File: src/rtl/rdm_pkg.sv
// Constants and types shared by both ends of the relay-driver mode link.
// Assumes a 100 MHz system clock and a 16-bit SPI frame, mode 0.
package rdm_pkg;
   localparam int unsigned CLK_MHZ         = 100;
   localparam int unsigned WAKE_SETTLE_US  = 200;
   localparam int unsigned WAKE_SETTLE_CYC = WAKE_SETTLE_US * CLK_MHZ;
   localparam int unsigned CNT_W           = 16;
   localparam int unsigned FRAME_W         = 16;
   localparam logic [3:0]  SCK_HALF_CYC    = 4'h8;
   // Frame layout
   localparam int unsigned FR_KIND_HI      = 15;
   localparam int unsigned FR_KIND_LO      = 14;
   localparam logic [1:0]  KIND_READ       = 2'h0;
   localparam logic [1:0]  KIND_OUT        = 2'h1;
   localparam logic [1:0]  KIND_CTRL       = 2'h3;
   localparam int unsigned FR_WAKE         = 0;
   localparam int unsigned FR_STANDBY      = 1;
   localparam int unsigned FR_SOFT_RST     = 2;
   localparam int unsigned FR_ERR          = 15;
   localparam int unsigned FR_LIMP         = 14;
   localparam logic [7:0]  OUT_RESET       = 8'h00;
   localparam int unsigned LIMP_CH_A       = 4;
   localparam int unsigned LIMP_CH_B       = 5;
   // Host registers
   localparam logic [3:0]  REG_CTRL        = 4'h0;
   localparam logic [3:0]  REG_TX          = 4'h4;
   localparam logic [3:0]  REG_RX          = 4'h8;
   localparam logic [3:0]  REG_STAT        = 4'hc;
   localparam logic [1:0]  RESP_OKAY       = 2'h0;
   localparam logic [1:0]  RESP_SLVERR     = 2'h2;

   typedef enum logic [3:0] {
      MODE_SLEEP  = 4'h1,
      MODE_WAKING = 4'h2,
      MODE_ON     = 4'h4,
      MODE_LIMP   = 4'h8
   } rdm_mode_t;

   typedef enum logic [3:0] {
      HST_IDLE   = 4'h1,
      HST_RUN    = 4'h2,
      HST_TRAIL  = 4'h4,
      HST_SETTLE = 4'h8
   } rdm_hst_t;
endpackage

File: src/rtl/rdm_link_if.sv
// SPI link between host controller and relay driver.
// Bench adds nothing; the serial output line floats high when not driven.
`timescale 1ns/100ps
interface rdm_link_if;
   logic cs_n;
   logic sclk;
   logic si;
   logic so;
   logic so_oe;
   logic so_line;

   // Pull-up on the shared serial output line
   assign so_line = so_oe ? so : 1'b1;

   modport dev  (input cs_n, input sclk, input si, output so, output so_oe);
   modport host (output cs_n, output sclk, output si, input so_line);
endinterface

File: src/rtl/rdm_spi_shift.sv
// Serial shifter of the relay driver: samples the link pins and shifts frames.
// Assumes mode 0 and a link clock well below a quarter of clk_i.
`timescale 1ns/100ps
module rdm_spi_shift
   import rdm_pkg::*;
(
   input  wire logic               clk_i,
   input  wire logic               rst_i,
   input  wire logic               en_i,
   input  wire logic               cs_n_i,
   input  wire logic               sclk_i,
   input  wire logic               si_i,
   input  wire logic [FRAME_W-1:0] resp_i,
   output logic                    so_o,
   output logic                    so_oe_o,
   output logic                    done_o,
   output logic                    bad_o,
   output logic [FRAME_W-1:0]      frame_o
);
   typedef struct packed {
      logic [2:0]         meta;
      logic [2:0]         sync;
      logic [2:0]         last;
      logic               sin;
      logic [FRAME_W-1:0] sh;
      logic [4:0]         cnt;
      logic               so;
      logic               oe;
      logic               done;
      logic               bad;
      logic [FRAME_W-1:0] frame;
   } rdm_sh_t;

   rdm_sh_t s_q, s_d;
   logic cs_fall, cs_rise, rise, fall, active;

   always_comb begin
      s_d      = s_q;
      s_d.meta = {cs_n_i, sclk_i, si_i};
      s_d.sync = s_q.meta;
      s_d.last = s_q.sync;
      s_d.done = 1'b0;
      s_d.bad  = 1'b0;
      active   = !s_q.sync[2];
      cs_fall  = s_q.last[2] && !s_q.sync[2];
      cs_rise  = !s_q.last[2] && s_q.sync[2];
      rise     = active && !s_q.last[1] && s_q.sync[1];
      fall     = active && s_q.last[1] && !s_q.sync[1];
      if (!en_i) begin
         // Without logic supply the link is dead
         s_d.oe  = 1'b0;
         s_d.cnt = 5'h00;
      end else begin
         if (cs_fall) begin
            s_d.sh  = resp_i;
            s_d.so  = resp_i[FRAME_W-1];
            s_d.oe  = 1'b1;
            s_d.cnt = 5'h00;
         end
         if (rise) begin
            s_d.sin = s_q.sync[0];
         end
         if (fall) begin
            s_d.sh  = {s_q.sh[FRAME_W-2:0], s_q.sin};
            s_d.so  = s_q.sh[FRAME_W-2];
            s_d.cnt = s_q.cnt + 5'h01;
         end
         if (cs_rise) begin
            s_d.oe    = 1'b0;
            s_d.frame = s_q.sh;
            s_d.done  = (s_q.cnt == 5'(FRAME_W));
            s_d.bad   = (s_q.cnt != 5'(FRAME_W));
         end
      end
   end

   always_ff @(posedge clk_i) begin
      if (rst_i) begin
         s_q      <= '0;
         s_q.meta <= 3'h7;
         s_q.sync <= 3'h7;
         s_q.last <= 3'h7;
      end else begin
         s_q <= s_d;
      end
   end

   assign so_o    = s_q.so;
   assign so_oe_o = s_q.oe;
   assign done_o  = s_q.done;
   assign bad_o   = s_q.bad;
   assign frame_o = s_q.frame;
endmodule // rdm_spi_shift

File: src/rtl/rdm_dev.sv
// Relay-driver end: operating modes, reset sources and command acceptance.
// Assumes supply-good flags, limp pin and input pins arrive asynchronously.
`timescale 1ns/100ps
module rdm_dev
   import rdm_pkg::*;
#(
   parameter int unsigned WAKE_CYC = WAKE_SETTLE_CYC
)(
   input  wire logic   clk_i,
   input  wire logic   rst_i,
   rdm_link_if.dev     link,
   input  wire logic   vdd_ok_i,
   input  wire logic   vbb_ok_i,
   input  wire logic   fallback_drive_input_i,
   input  wire logic   in1_i,
   input  wire logic   in2_i,
   output logic [7:0]  ch_o,
   output logic [3:0]  mode_o,
   output logic        frame_error_flag_o,
   output logic        cmd_dropped_o
);
   typedef struct packed {
      logic [4:0]     meta;
      logic [4:0]     sync;
      rdm_mode_t      mode;
      logic [CNT_W-1:0] cnt;
      logic [7:0]     out_reg;
      logic [7:0]     ch;
      logic           err;
      logic           dropped;
   } rdm_dev_t;

   rdm_dev_t s_q, s_d;
   logic               vdd_ok, vbb_ok, limp, uv;
   logic               done, bad, so, so_oe;
   logic [FRAME_W-1:0] frame, resp;

   assign vdd_ok = s_q.sync[4];
   assign vbb_ok = s_q.sync[3];
   assign limp   = s_q.sync[2];

   // Diagnostic answer, also valid during vbb undervoltage reset (link is dead while vdd_ok is low)
   assign resp = {s_q.err, (s_q.mode == MODE_LIMP), (s_q.mode == MODE_ON),
                  (s_q.mode == MODE_WAKING), 4'h0, s_q.out_reg};

   rdm_spi_shift u_shift (
      .clk_i   (clk_i),
      .rst_i   (rst_i),
      .en_i    (vdd_ok),
      .cs_n_i  (link.cs_n),
      .sclk_i  (link.sclk),
      .si_i    (link.si),
      .resp_i  (resp),
      .so_o    (so),
      .so_oe_o (so_oe),
      .done_o  (done),
      .bad_o   (bad),
      .frame_o (frame)
   );

   assign link.so    = so;
   assign link.so_oe = so_oe;

   always_comb begin
      s_d         = s_q;
      s_d.meta    = {vdd_ok_i, vbb_ok_i, fallback_drive_input_i, in1_i, in2_i};
      s_d.sync    = s_q.meta;
      s_d.dropped = 1'b0;
      uv          = !vdd_ok || !vbb_ok;
      // Frame just shifted out carried the flag; error events override
      if (done) begin
         s_d.err = 1'b0;
      end
      if (bad) begin
         s_d.err = 1'b1;
      end
      if (uv) begin
         s_d.mode    = MODE_SLEEP;
         s_d.out_reg = OUT_RESET;
         s_d.err     = 1'b1;
         s_d.cnt     = '0;
      end else if (limp) begin
         s_d.mode    = MODE_LIMP;
         s_d.out_reg = OUT_RESET;
         s_d.cnt     = '0;
         s_d.dropped = done && (frame[FR_KIND_HI:FR_KIND_LO] != KIND_READ);
      end else if (s_q.mode == MODE_LIMP) begin
         s_d.mode    = MODE_SLEEP;
         s_d.out_reg = OUT_RESET;
      end else begin
         if (s_q.mode == MODE_WAKING) begin
            if (s_q.cnt == CNT_W'(WAKE_CYC - 1)) begin
               s_d.mode = MODE_ON;
               s_d.cnt  = '0;
            end else begin
               s_d.cnt = s_q.cnt + 1'b1;
            end
            s_d.dropped = done;
         end else if (done) begin
            case (frame[FR_KIND_HI:FR_KIND_LO])
               KIND_CTRL: begin
                  if (frame[FR_SOFT_RST]) begin
                     s_d.mode    = MODE_SLEEP;
                     s_d.out_reg = OUT_RESET;
                     s_d.err     = 1'b1;
                  end else if (frame[FR_WAKE] && s_q.mode == MODE_SLEEP) begin
                     s_d.mode = MODE_WAKING;
                     s_d.cnt  = '0;
                  end else if (frame[FR_STANDBY] && s_q.mode == MODE_ON) begin
                     s_d.mode    = MODE_SLEEP;
                     s_d.out_reg = OUT_RESET;
                  end
               end
               KIND_OUT: begin
                  if (s_q.mode == MODE_ON) begin
                     s_d.out_reg = frame[7:0];
                  end else begin
                     s_d.dropped = 1'b1;
                  end
               end
               default: begin
               end
            endcase
         end
      end
      // Output stage follows the mode
      case (s_d.mode)
         MODE_ON: begin
            s_d.ch = s_d.out_reg;
         end
         MODE_LIMP: begin
            s_d.ch            = 8'h00;
            s_d.ch[LIMP_CH_A] = s_q.sync[1];
            s_d.ch[LIMP_CH_B] = s_q.sync[0];
         end
         default: begin
            s_d.ch = 8'h00;
         end
      endcase
   end

   always_ff @(posedge clk_i) begin
      if (rst_i) begin
         s_q      <= '0;
         s_q.mode <= MODE_SLEEP;
         s_q.err  <= 1'b1;
      end else begin
         s_q <= s_d;
      end
   end

   assign ch_o               = s_q.ch;
   assign mode_o             = s_q.mode;
   assign frame_error_flag_o = s_q.err;
   assign cmd_dropped_o      = s_q.dropped;
endmodule // rdm_dev

File: src/flat_wrapper.sv
// flat-port wrapper written by rule: the top's interface ports become plain ports
module rdm_dev_flat import rdm_pkg::*;
#(
   parameter int unsigned WAKE_CYC = WAKE_SETTLE_CYC
)
  (clk_i, rst_i, vdd_ok_i, vbb_ok_i, fallback_drive_input_i, in1_i, in2_i, ch_o, mode_o, frame_error_flag_o, cmd_dropped_o, link_cs_n, link_sclk, link_si, link_so, link_so_oe);
  rdm_link_if link_i ();
  input  wire logic clk_i;
  input  wire logic rst_i;
  input  wire logic vdd_ok_i;
  input  wire logic vbb_ok_i;
  input  wire logic fallback_drive_input_i;
  input  wire logic in1_i;
  input  wire logic in2_i;
  output logic [7:0] ch_o;
  output logic [3:0] mode_o;
  output logic frame_error_flag_o;
  output logic cmd_dropped_o;
  input wire logic [$bits(link_i.cs_n)-1:0] link_cs_n;
  input wire logic [$bits(link_i.sclk)-1:0] link_sclk;
  input wire logic [$bits(link_i.si)-1:0] link_si;
  output wire logic [$bits(link_i.so)-1:0] link_so;
  output wire logic [$bits(link_i.so_oe)-1:0] link_so_oe;
  assign link_i.cs_n = link_cs_n;
  assign link_i.sclk = link_sclk;
  assign link_i.si = link_si;
  assign link_so = link_i.so;
  assign link_so_oe = link_i.so_oe;
  rdm_dev #(.WAKE_CYC(WAKE_CYC)) u_core (.clk_i(clk_i), .rst_i(rst_i), .link(link_i), .vdd_ok_i(vdd_ok_i), .vbb_ok_i(vbb_ok_i), .fallback_drive_input_i(fallback_drive_input_i), .in1_i(in1_i), .in2_i(in2_i), .ch_o(ch_o), .mode_o(mode_o), .frame_error_flag_o(frame_error_flag_o), .cmd_dropped_o(cmd_dropped_o));
endmodule
File: config.mk
export PLATFORM = sky130hd
export DESIGN_NAME = rdm_dev_flat
export DESIGN_NICKNAME = d
export VERILOG_FILES = /design/src/rtl/rdm_pkg.sv /design/src/rtl/rdm_link_if.sv /design/src/rtl/rdm_spi_shift.sv /design/src/rtl/rdm_dev.sv /design/src/flat_wrapper.sv
export SDC_FILE = /design/constraint.sdc
export NUM_CORES = 1
export LEC_CHECK = 0
export BUFFER_PORTS_ARGS = -buffer_cell sky130_fd_sc_hd__buf_2
export CAP_MARGIN = 5
export CORE_ASPECT_RATIO = 1.4
export CORE_MARGIN = 3
export CORE_UTILIZATION = 50
export CTS_BUF_LIST = sky130_fd_sc_hd__clkbuf_16
export DETAILED_ROUTE_END_ITERATION = 10
export GPL_ROUTABILITY_DRIVEN = 0
export PLACE_DENSITY = 0.68
export RECOVER_POWER = 50
export REMOVE_ABC_BUFFERS = 1
export SYNTH_ARGS = -nofsm -noshare
export SYNTH_HDL_FRONTEND = slang
export SYNTH_SLANG_ARGS = --single-unit
export TNS_END_PERCENT = 10
File: constraint.sdc
create_clock -name clk_i -period 2.7 [get_ports clk_i]
set_input_delay 0.405 -clock clk_i [delete_from_list [all_inputs] [get_ports clk_i]]
set_output_delay 0.405 -clock clk_i [all_outputs]
set_load 0.02 [all_outputs]
==> results by group, run 1 <==
Worst setup path
  – CP cell instances: or4b_1 -> or4_1 -> a22o_1 -> a221o_1 -> nand3b_4 -> nor3_2
  – CP bufs+invs: 0
  – R2R Path Start: u_core.s_q[23]$_SDFFE_PP0P_
  – R2r endpoint: u_core.ch_o[2]$_SDFF_PP0_
  – CP peak stage delay: roughly 0.52 ns
  – Crit. End Element: flip-flop
  – CP max FO: 6
  – Critical Path RT: just under 3 ns
  – Startpoint Class: flip-flop
  – R2R cell count: 6
  – R2r setup slk: between 0.15 and 0.2 ns
  – WS Path Type: flip-flop to flip-flop
  – Crit path DAT: roughly 2.8 ns
  – Crit-path slowest cell: or4b_1
  – Cell family with most CP delay: simple AND/OR/NAND/NOR gates

Min path
  – Worst hold path class: input port to flip-flop
  – Hold wc startpoint: link_sclk
  – WHS Endpoint: u_core.u_shift.s_d[46]$_SDFF_PP1_
  – Hold path cells: 2

Logic synthesis
  – Largest family of logic cells by synthesized area: simple AND/OR/NAND/NOR gates
  – Synth Register Bits: 91
  – Mux cell area share after synthesis: 0.0319
  – Synth Area in Adders: 0.00998
  – Yosys warning total: 0
  – Ys async rst share: 0
  – Synth Area in XOR/XNOR: 0.0210
  – Simple-Gate Fraction of Synth Area: 0.272
  – Primary FF master, synth: dfxtp_1
  – Register area share after synthesis: 0.484
  – Syn Inst Count: just over 400
  – Synth Area in Compound Gates: 0.127
  – Post-synth EDFFs: 0
  – Post-synth cell types: between 50 and 60
  – Post-Syn Area: 3760 um2
  – Synth Area per Inst: between 9 and 10 um2

Global routing
  – Antenna violations before repair: 0
  – GRT Total Usage: 0.200
  – Largest net degree at the start of global routing: 47
  – First-pass GRT wire length: approximately 14,000 um
  – Total grt overflow: 0
  – Vias in the first global route: 2,798

Clock network
  – PostCTS Resize Cnt: 0
  – H-tree levels: 3
  – Clk Latency, worst-skew pair: ~0.33 ns
  – Clock sinks: slightly above 90
  – Cts-stage hold buffer count: 0
  – Clk slew on worst S/H paths: around 0.060 ns
  – Clock root cell: clkbuf_16
  – Setup bufs post-CTS: 0
  – CTS tree: yes
  – CTS Buffer Depth: 2
  – CTS buffer count: 9

Cells and area
  – Nets: 435
  – P&R area growth vs syn: 9.95%
  – Core Util, Final: 0.581
  – ANT cells: 0
  – Non-filler instance count after layout: between 500 and 600
  – Share of layout cells above drive strength 1: 0.108

Power
  – Leak pwr: approximately 0.0015 uW
  – Worst vdd ir: 0.350 mV
  – Power per standard cell area: around 600 nW/um2

STA
  – RSZ-0062 raised after global routing: no
  – Setup ws final: 0.153 ns
  – Max Freq: a little under 400 MHz
  – Final critical-path share of the clock period: 0.943
  – Final Hold Viols: 0
  – Max Slew Vio Count: 47
  – Fin crit period: 2.55 ns
  – Setup TNS: 0 ns
  – Worst Skew: a little under 0.009 ns
  – Worst-margin pin slew: 1.86 ns
  – Final setup vio count: 0
  – Max-slew headroom: -0.238

Place
  – # port buffers: 25
  – Dpl ws: ~0.17 ns
  – Cells after DPL: 506
  – Post-DP HPWL: 5460 um

Floorplan
  – DIE WIDTH: approximately 80 um
  – DIE AREA: 8610 um2
  – Row cnt: 36
  – Io pins: 26
  – Core ar.: just over 7000 um2
  – Initial core utilization: 0.528
  – Die Ht: approximately 110 um

Run status
  – Violated checks: max-capacitance violations, max-slew violations
  – Status: finished with violations

Drt
  – Initial DRC count: 206
  – Drt via density: approximately 5.6
  – Remaining DRCs: 0
  – Routed wire length: just under 8000 um
  – Via count: 2,929
  – WL/cell: between 10 and 15 um
  – Post-route ant nets: 0
  – DRT Pass-1 Iters: 4

Flow run
  – Number of max-cap violations: 1
## sequential cells by signal, summed over array words and instances, names as in the netlist, 4 cells and up
name / cells
u_core.ch_o: 8
u_core.mode_o: 4
u_core.resp: 8
u_core.u_shift.s_d: 6
u_core.u_shift.frame_o: 10
u_core.u_shift.s_q: 24
u_core.s_q: 20
u_core.s_d: 5
## how the worst max path moves through the flow
stage	startpoint	depth (start not counted)	to
floorplan	u_core.mode_o[0]$_SDFF_PP1_	6	u_core.s_q[29]$_SDFFE_PP0P_
global placement	u_core.s_q[23]$_SDFFE_PP0P_	6	u_core.ch_o[3]$_SDFF_PP0_
detailed placement	u_core.s_q[23]$_SDFFE_PP0P_	6	u_core.ch_o[2]$_SDFF_PP0_
CTS	u_core.s_q[23]$_SDFFE_PP0P_	6	u_core.ch_o[2]$_SDFF_PP0_
global route	u_core.s_q[18]$_SDFFE_PP0P_	7	u_core.ch_o[2]$_SDFF_PP0_
finish	u_core.s_q[23]$_SDFFE_PP0P_	6	u_core.ch_o[2]$_SDFF_PP0_
## per-layer routing
layer / up-vias / GRT usage / part of all wire
li1: 1483 / - / -
met1: 1384 / 0.234 / 0.42
met2: 45 / 0.343 / 0.52
met3: 17 / 0.0479 / 0.033
met4: 0 / 0.0921 / 0.025
met5: - / 0 / 0
## power by group
part,switching (uW),internal [uW]
clock network,472,602
registers,9.15,1360
logic,30.6,21.2
total,512,1980
## final cells by class
class / count / area (um2)
Sequential cell: 91 / 1820
Multi-Input combinational cell: 277 / 1740
Fill cell: 716 / 2980
Inverter: 7 / 26.3
Tap cell: 95 / 119
Timing Repair Buffer: 36 / 179
Clock inverter: 7 / 27.5
Clock buffer: 9 / 225
## cell usage in the layout (no fill, tap or decap), drive strengths merged, types with 6 or more instances in the layout
master  instances
clkbuf         28
nor3           23
mux2i          12
a32oi           6
a21oi          12
a221oi         12
buf            17
nor2           71
or2             9
nand2          18
nor2b          16
dfxtp          91
a22oi           6
xor2            6
nand4           7
inv             9
nand3           7
o21ai           8
## synthesized netlist by cell type, drive strengths merged, types with 4 or more instances
cell type | count | area [um2]
nand2b | 4 | 25.0
or2 | 9 | 56.3
nor4b | 4 | 41.3
a22oi | 6 | 45.0
nor3 | 23 | 145
dfxtp | 91 | 1820
nand3 | 7 | 35.0
a32oi | 6 | 52.6
nand4 | 7 | 43.8
nor2b | 16 | 100
clkbuf | 21 | 78.8
nand3b | 5 | 50.1
buf | 14 | 97.6
xor2 | 6 | 52.6
inv | 7 | 26.3
or4b | 4 | 40.0
a221oi | 12 | 105
nor2 | 71 | 267
nand2 | 18 | 67.6
mux2i | 12 | 120
a21oi | 12 | 60.1
o21ai | 8 | 40.0
## cell families (layout without fill, tap and decap cells)
kind of cell | after synthesis | in the layout
flip-flops | 91 | 91
adder cells (fa/ha/maj) | 3 | 3
AO/OA/AOI/OAI | 65 | 65
AND/OR/NAND/NOR | 188 | 188
XOR/XNOR | 9 | 9
buffers and inverters | 42 | 59
multiplexers | 12 | 12
## per-stage QoR
step	instance area [um2]	hold slack (ns)	total power, uW
2_1_floorplan	3580	0.389	1420
3_3_place_gp	3910	0.393	1450
3_5_place_dp	3910	0.394	1450
4_1_cts	4160	0.242	2530
5_1_grt	4140	0.253	2580
6_report	4140	0.256	2490
Power figures use the tool's default switching activity.
==> inputs of run 2 (changes only) <==
--- a/config.mk
+++ b/config.mk
@@ -9,11 +9,11 @@
 export CAP_MARGIN = 5
 export CORE_ASPECT_RATIO = 1.4
 export CORE_MARGIN = 3
-export CORE_UTILIZATION = 50
+export CORE_UTILIZATION = 55
 export CTS_BUF_LIST = sky130_fd_sc_hd__clkbuf_16
 export DETAILED_ROUTE_END_ITERATION = 10
 export GPL_ROUTABILITY_DRIVEN = 0
-export PLACE_DENSITY = 0.68
+export PLACE_DENSITY = 0.74
 export RECOVER_POWER = 50
 export REMOVE_ABC_BUFFERS = 1
 export SYNTH_ARGS = -nofsm -noshare
==> results by group, run 2 (synthesis gave the netlist of run 1 again) <==
Cells and area
  – Share of layout cells above drive strength 1: 0.118
  – Most frequent cells in the layout: dfxtp_1 (91), nor2_1 (71), nand2_1 (18), clkbuf_1 (18), nor3_1 (17)
  – P&R area growth vs syn: 11.9%
  – Nets: 433
  – Commonest non-fill, non-tap cell in the layout: dfxtp_1
  – Largest Register: u_core.u_shift.s_q
  – Non-filler instance count after layout: 517
  – Number of flip-flops under the largest register name: 24
  – ANT cells: 0
  – Core Util, Final: 0.637

Place
  – # port buffers: 25
  – Post-DP HPWL: 5580 um
  – Dpl ws: approximately 0.17 ns
  – Cells after DPL: 501

Drt
  – Initial DRC count: slightly above 200
  – Via count: a little under 3k
  – Post-route ant nets: 0
  – Drt via density: ~5.8
  – DRT Pass-1 Iters: 4
  – Remaining DRCs: 0
  – WL/cell: 15.6 um
  – Routed wire length: between 8000 and 9000 um

STA
  – Final setup vio count: 0
  – Worst-margin pin slew: roughly 1.4 ns
  – Worst Skew: around 0.0044 ns
  – Max Slew Vio Count: 0
  – RSZ-0062 raised after global routing: no
  – Setup TNS: 0 ns
  – Final critical-path share of the clock period: 0.939
  – Fin crit period: 2.54 ns
  – Final Hold Viols: 0
  – Setup ws final: around 0.16 ns
  – Max-slew headroom: 0.0884
  – Max Freq: slightly below 400 MHz

Floorplan
  – Initial core utilization: 0.569
  – DIE AREA: 7880 um2
  – Core ar.: between 6000 and 7000 um2
  – Io pins: 26
  – Die Ht: just over 100 um
  – Row cnt: 35
  – DIE WIDTH: 75.9 um

Global routing
  – GRT Total Usage: 0.219
  – Total grt overflow: 0
  – Largest net degree at the start of global routing: 32
  – Met3 Usage GRT: 0.0544
  – First-pass GRT wire length: 13,400 um
  – Antenna violations before repair: 0
  – GR Layer Usage met2: 0.365
  – Vias in the first global route: approximately 2.9k
  – Gr busiest metal: met2
  – GR met1 Demand/Resource: 0.254

Power
  – Switching share of power: 0.194
  – Reg power frac: 0.482
  – Comb power frac: 0.019
  – Worst vdd ir: between 0.4 and 0.5 mV
  – Switching power: approximately 550 uW
  – Internal: between 2000 and 2500 uW
  – Power per standard cell area: 673 nW/um2
  – Power, Total: 2830 uW
  – Leak pwr: roughly 0.0015 uW
  – Clock share of power: 0.499

Clock network
  – Clock sinks: a little over 90
  – CTS Buffer Depth: 2
  – Clk Latency, worst-skew pair: 0.33 ns
  – Cts-stage hold buffer count: 0
  – H-tree levels: 3
  – CTS tree: yes
  – Clock root cell: clkbuf_16
  – Setup bufs post-CTS: 0
  – Clk slew on worst S/H paths: ~0.060 ns
  – CTS buffer count: 9
  – PostCTS Resize Cnt: 0

Worst setup path
  – Crit. End Element: flip-flop
  – Cell family with most CP delay: simple AND/OR/NAND/NOR gates
  – Critical Path RT: between 2 and 3 ns
  – CP max FO: 6
  – Startpoint Class: flip-flop
  – CP bufs+invs: 0
  – CP cell instances: or4b_1 -> or4_1 -> a22o_1 -> a221o_1 -> nand3b_4 -> nor3_2
  – CP peak stage delay: 0.52 ns
  – Crit path DAT: ~2.8 ns
  – Crit-path slowest cell: or4b_1
  – WS Path Type: flip-flop to flip-flop

Flow run
  – Number of max-cap violations: 0

Min path
  – Worst hold path class: input port to flip-flop

Run status
  – Status: complete, no violations
[run 2: cell count changes in the layout (fill, tap and decap cells not counted)]
cell | previous run | this run
clkinv_1 | 4 | 0
bufinv_16 | 0 | 3
buf_4 | 9 | 8
clkbuf_1 | 19 | 18
clkinv_4 | 0 | 1
inv_1 | 8 | 7
inv_6 | 0 | 1
[run 2: through the flow]
step | instance area [um2] | hold WS [ns]
after CTS | 4230 | 0.243
final | 4210 | 0.249
after global routing | 4210 | 0.246
after floorplan | 3580 | 0.389
after global placement | 3890 | 0.391
after detailed placement | 3890 | 0.397
[run 2: area by class of cell]
cell class	count	area, um2
Clock buffer	9	225
Multi-Input combinational cell	277	1740
Timing Repair Buffer	34	168
Fill cell	562	2400
Clock inverter	7	116
Tap cell	92	115
Inverter	7	26.3
Sequential cell	91	1820
[run 2: worst paths after layout]
| check | start | end | slack (ns) | depth (start not counted) |
|---|---|---|---|---|
| hold reg to reg | u_core.u_shift.s_d[46]$_SDFF_PP1_ | u_core.u_shift.s_d[43]$_SDFF_PP1_ | 0.41 | 1 |
| setup / recovery | u_core.s_q[23]$_SDFFE_PP0P_ | u_core.ch_o[0]$_SDFF_PP0_ | 0.16 | 6 |
| setup reg to reg | u_core.s_q[23]$_SDFFE_PP0P_ | u_core.ch_o[0]$_SDFF_PP0_ | 0.16 | 6 |
| hold / removal | link_cs_n | u_core.u_shift.s_d[47]$_SDFF_PP1_ | 0.25 | 2 |
[run 2: routing by layer]
metal,wire [um],share of wire
met5,0,0
met4,267,0.033
met3,252,0.031
met2,4160,0.52
met1,3390,0.42
[run 2: power by group through the flow]
stage          sequential, uW  clock, uW  combinational (uW)
3_3_place_gp             1400          0                52.1
3_5_place_dp             1400          0                53.5
5_1_grt                  1370       1480                59.2
6_report                 1370       1410                52.5
4_1_cts                  1370       1430                53.7
2_1_floorplan            1390          0                27.6
==> inputs of run 3 (changes only) <==
--- a/config.mk
+++ b/config.mk
@@ -5,6 +5,7 @@
 export SDC_FILE = /design/constraint.sdc
 export NUM_CORES = 1
 export LEC_CHECK = 0
+export ABC_AREA = 1
 export BUFFER_PORTS_ARGS = -buffer_cell sky130_fd_sc_hd__buf_2
 export CAP_MARGIN = 5
 export CORE_ASPECT_RATIO = 1.4
@@ -13,7 +14,7 @@
 export CTS_BUF_LIST = sky130_fd_sc_hd__clkbuf_16
 export DETAILED_ROUTE_END_ITERATION = 10
 export GPL_ROUTABILITY_DRIVEN = 0
-export PLACE_DENSITY = 0.74
+export PLACE_DENSITY = 0.73
 export RECOVER_POWER = 50
 export REMOVE_ABC_BUFFERS = 1
 export SYNTH_ARGS = -nofsm -noshare
==> results by group, run 3 <==
Run status
  – Status: complete, no violations

Floorplan
  – Die Ht: between 100 and 150 um
  – Initial core utilization: 0.571
  – Core ar.: 7070 um2
  – Io pins: 26
  – DIE AREA: 8430 um2
  – DIE WIDTH: 78.4 um
  – Row cnt: 36

Global routing
  – Antenna violations before repair: 0
  – Total grt overflow: 0
  – Vias in the first global route: between 3k and 4k
  – Largest net degree at the start of global routing: 34
  – First-pass GRT wire length: approximately 15,000 um
  – GRT Total Usage: 0.227

Power
  – Power per standard cell area: between 600 and 700 nW/um2
  – Power, Total: roughly 2700 uW
  – Worst vdd ir: approximately 0.44 mV
  – Leak pwr: around 0.0017 uW

Cells and area
  – Nets: approximately 560
  – Largest Register: u_core.u_shift.s_q
  – Share of layout cells above drive strength 1: 0.138
  – Number of flip-flops under the largest register name: 24
  – Commonest non-fill, non-tap cell in the layout: nand2_1
  – Most frequent cells in the layout: nand2_1 (104), dfxtp_1 (91), inv_1 (63)
  – ANT cells: 0
  – P&R area growth vs syn: 9.81%

Drt
  – Post-route ant nets: 0
  – Routed wire length: between 8000 and 9000 um
  – Via count: between 3k and 4k
  – Drt via density: ~5.2
  – DRT Pass-1 Iters: 5
  – Remaining DRCs: 0
  – WL/cell: 13.3 um
  – Initial DRC count: about 140

Logic synthesis
  – Yosys warning total: 0
  – Syn Inst Count: 537
  – Top cells by area, synth: dfxtp_1 (45%), nand2_1 (9.7%), inv_1 (5.6%), nor2_1 (5.2%), a21oi_1 (4.6%)
  – Ys async rst share: 0
  – Post-Syn Area: slightly above 4000 um2
  – Synth Register Bits: 91
  – Post-synth cell types: 36
  – Most instantiated cells after synthesis: nand2_1 (104), dfxtp_1 (91), inv_1 (60)
  – Yosys top cell by area: dfxtp_1
  – Primary FF master, synth: dfxtp_1
  – Synth Area per Inst: roughly 7.5 um2
  – Register area share after synthesis: 0.451
  – Count leader, synth: nand2_1
  – Post-synth EDFFs: 0
  – Post-synth top area share: 0.451

Clock network
  – Setup bufs post-CTS: 0
  – CTS Buffer Depth: 2
  – Clk Latency, worst-skew pair: around 0.34 ns
  – CTS buffer count: 9
  – PostCTS Resize Cnt: 0
  – Cts-stage hold buffer count: 0
  – CTS tree: yes
  – Clk slew on worst S/H paths: approximately 0.060 ns
  – Clock sinks: between 90 and 100
  – H-tree levels: 3
  – Clock root cell: clkbuf_16

STA
  – Fin crit period: roughly 2.2 ns
  – RSZ-0062 raised after global routing: no
  – Worst-margin pin slew: 1.30 ns
  – Max-slew headroom: 0.133
  – Max Slew Vio Count: 0
  – Setup TNS: 0 ns
  – Max Freq: about 460 MHz
  – Final Hold Viols: 0
  – Final setup vio count: 0
  – Worst Skew: between 0.007 and 0.008 ns
  – Final critical-path share of the clock period: 0.812

Worst setup path
  – CP max FO: 11
  – Critical Path RT: 2.93 ns
  – Crit path DAT: between 2 and 2.5 ns
  – Startpoint Class: flip-flop
  – WS Path Type: flip-flop to flip-flop
  – Crit. End Element: flip-flop

Min path
  – Worst hold path class: input port to flip-flop

Place
  – # port buffers: 25
  – Post-DP HPWL: between 6000 and 7000 um

Flow run
  – Number of max-cap violations: 0
[run 3: metal layers]
layer,track usage,part of all wire,vias to the layer above,wire length [um]
li1,-,-,1761,-
met1,0.249,0.41,1554,3540
met2,0.416,0.52,67,4540
met3,0.0477,0.039,26,339
met4,0.0975,0.029,0,249
met5,0,0,-,0
[run 3: final timing paths]
path | startpoint | end | slack, ns | cells past startpoint
setup / recovery | u_core.mode_o[3]$_SDFF_PP0_ | u_core.s_q[25]$_SDFFE_PP0P_ | 0.51 | 9
hold / removal | link_sclk | u_core.u_shift.s_d[46]$_SDFF_PP1_ | 0.24 | 2
setup reg to reg | u_core.mode_o[3]$_SDFF_PP0_ | u_core.s_q[25]$_SDFFE_PP0P_ | 0.51 | 9
hold reg to reg | u_core.s_d[38]$_SDFF_PP0_ | u_core.s_q[38]$_SDFF_PP0_ | 0.40 | 2
[run 3: per-stage QoR]
stage,cells,hold slack [ns],utilization,area (um2),setup WS [ns]
after CTS,651,0.237,0.633,4480,0.874
final,651,0.244,0.628,4440,0.506
after global placement,635,0.390,0.588,4160,0.985
after global routing,651,0.242,0.628,4440,0.302
after floorplan,512,0.388,-,3890,1.08
after detailed placement,635,0.394,0.588,4160,0.888
[run 3: cells by family after synthesis]
logic type      Yosys count  synth area share
compound gates           90             0.128
fa+ha+maj                 3           0.00929
buf+inv                  98             0.104
simple gates            255             0.308
flops                    91             0.451
[run 3: worst max-delay path: stages, from the launching register on]
cell	delay [ns]
dfxtp_1	0.35
nor2_2	0.16
clkinv_1	0.08
nor2_1	0.72
nor2_1	0.11
buf_4	0.22
nor2_1	0.17
nand2_1	0.12
nor2_1	0.11
nor2_1	0.05
[run 3: report_power, final]
group | internal (uW) | switching [uW] | leakage, uW
clock network | 808 | 511 | 0.000153
registers | 1360 | 9.13 | 0.000737
logic | 16.8 | 35.4 | 0.000820
[run 3: final cells by class]
cell class,instances,area [um2]
well taps,95,119
fillers,667,2630
repair buffers,28,123
clock buffers,9,225
inverters,73,274
multi-input cells,348,1780
flip-flops and latches,91,1820
clock inverters,7,92.6
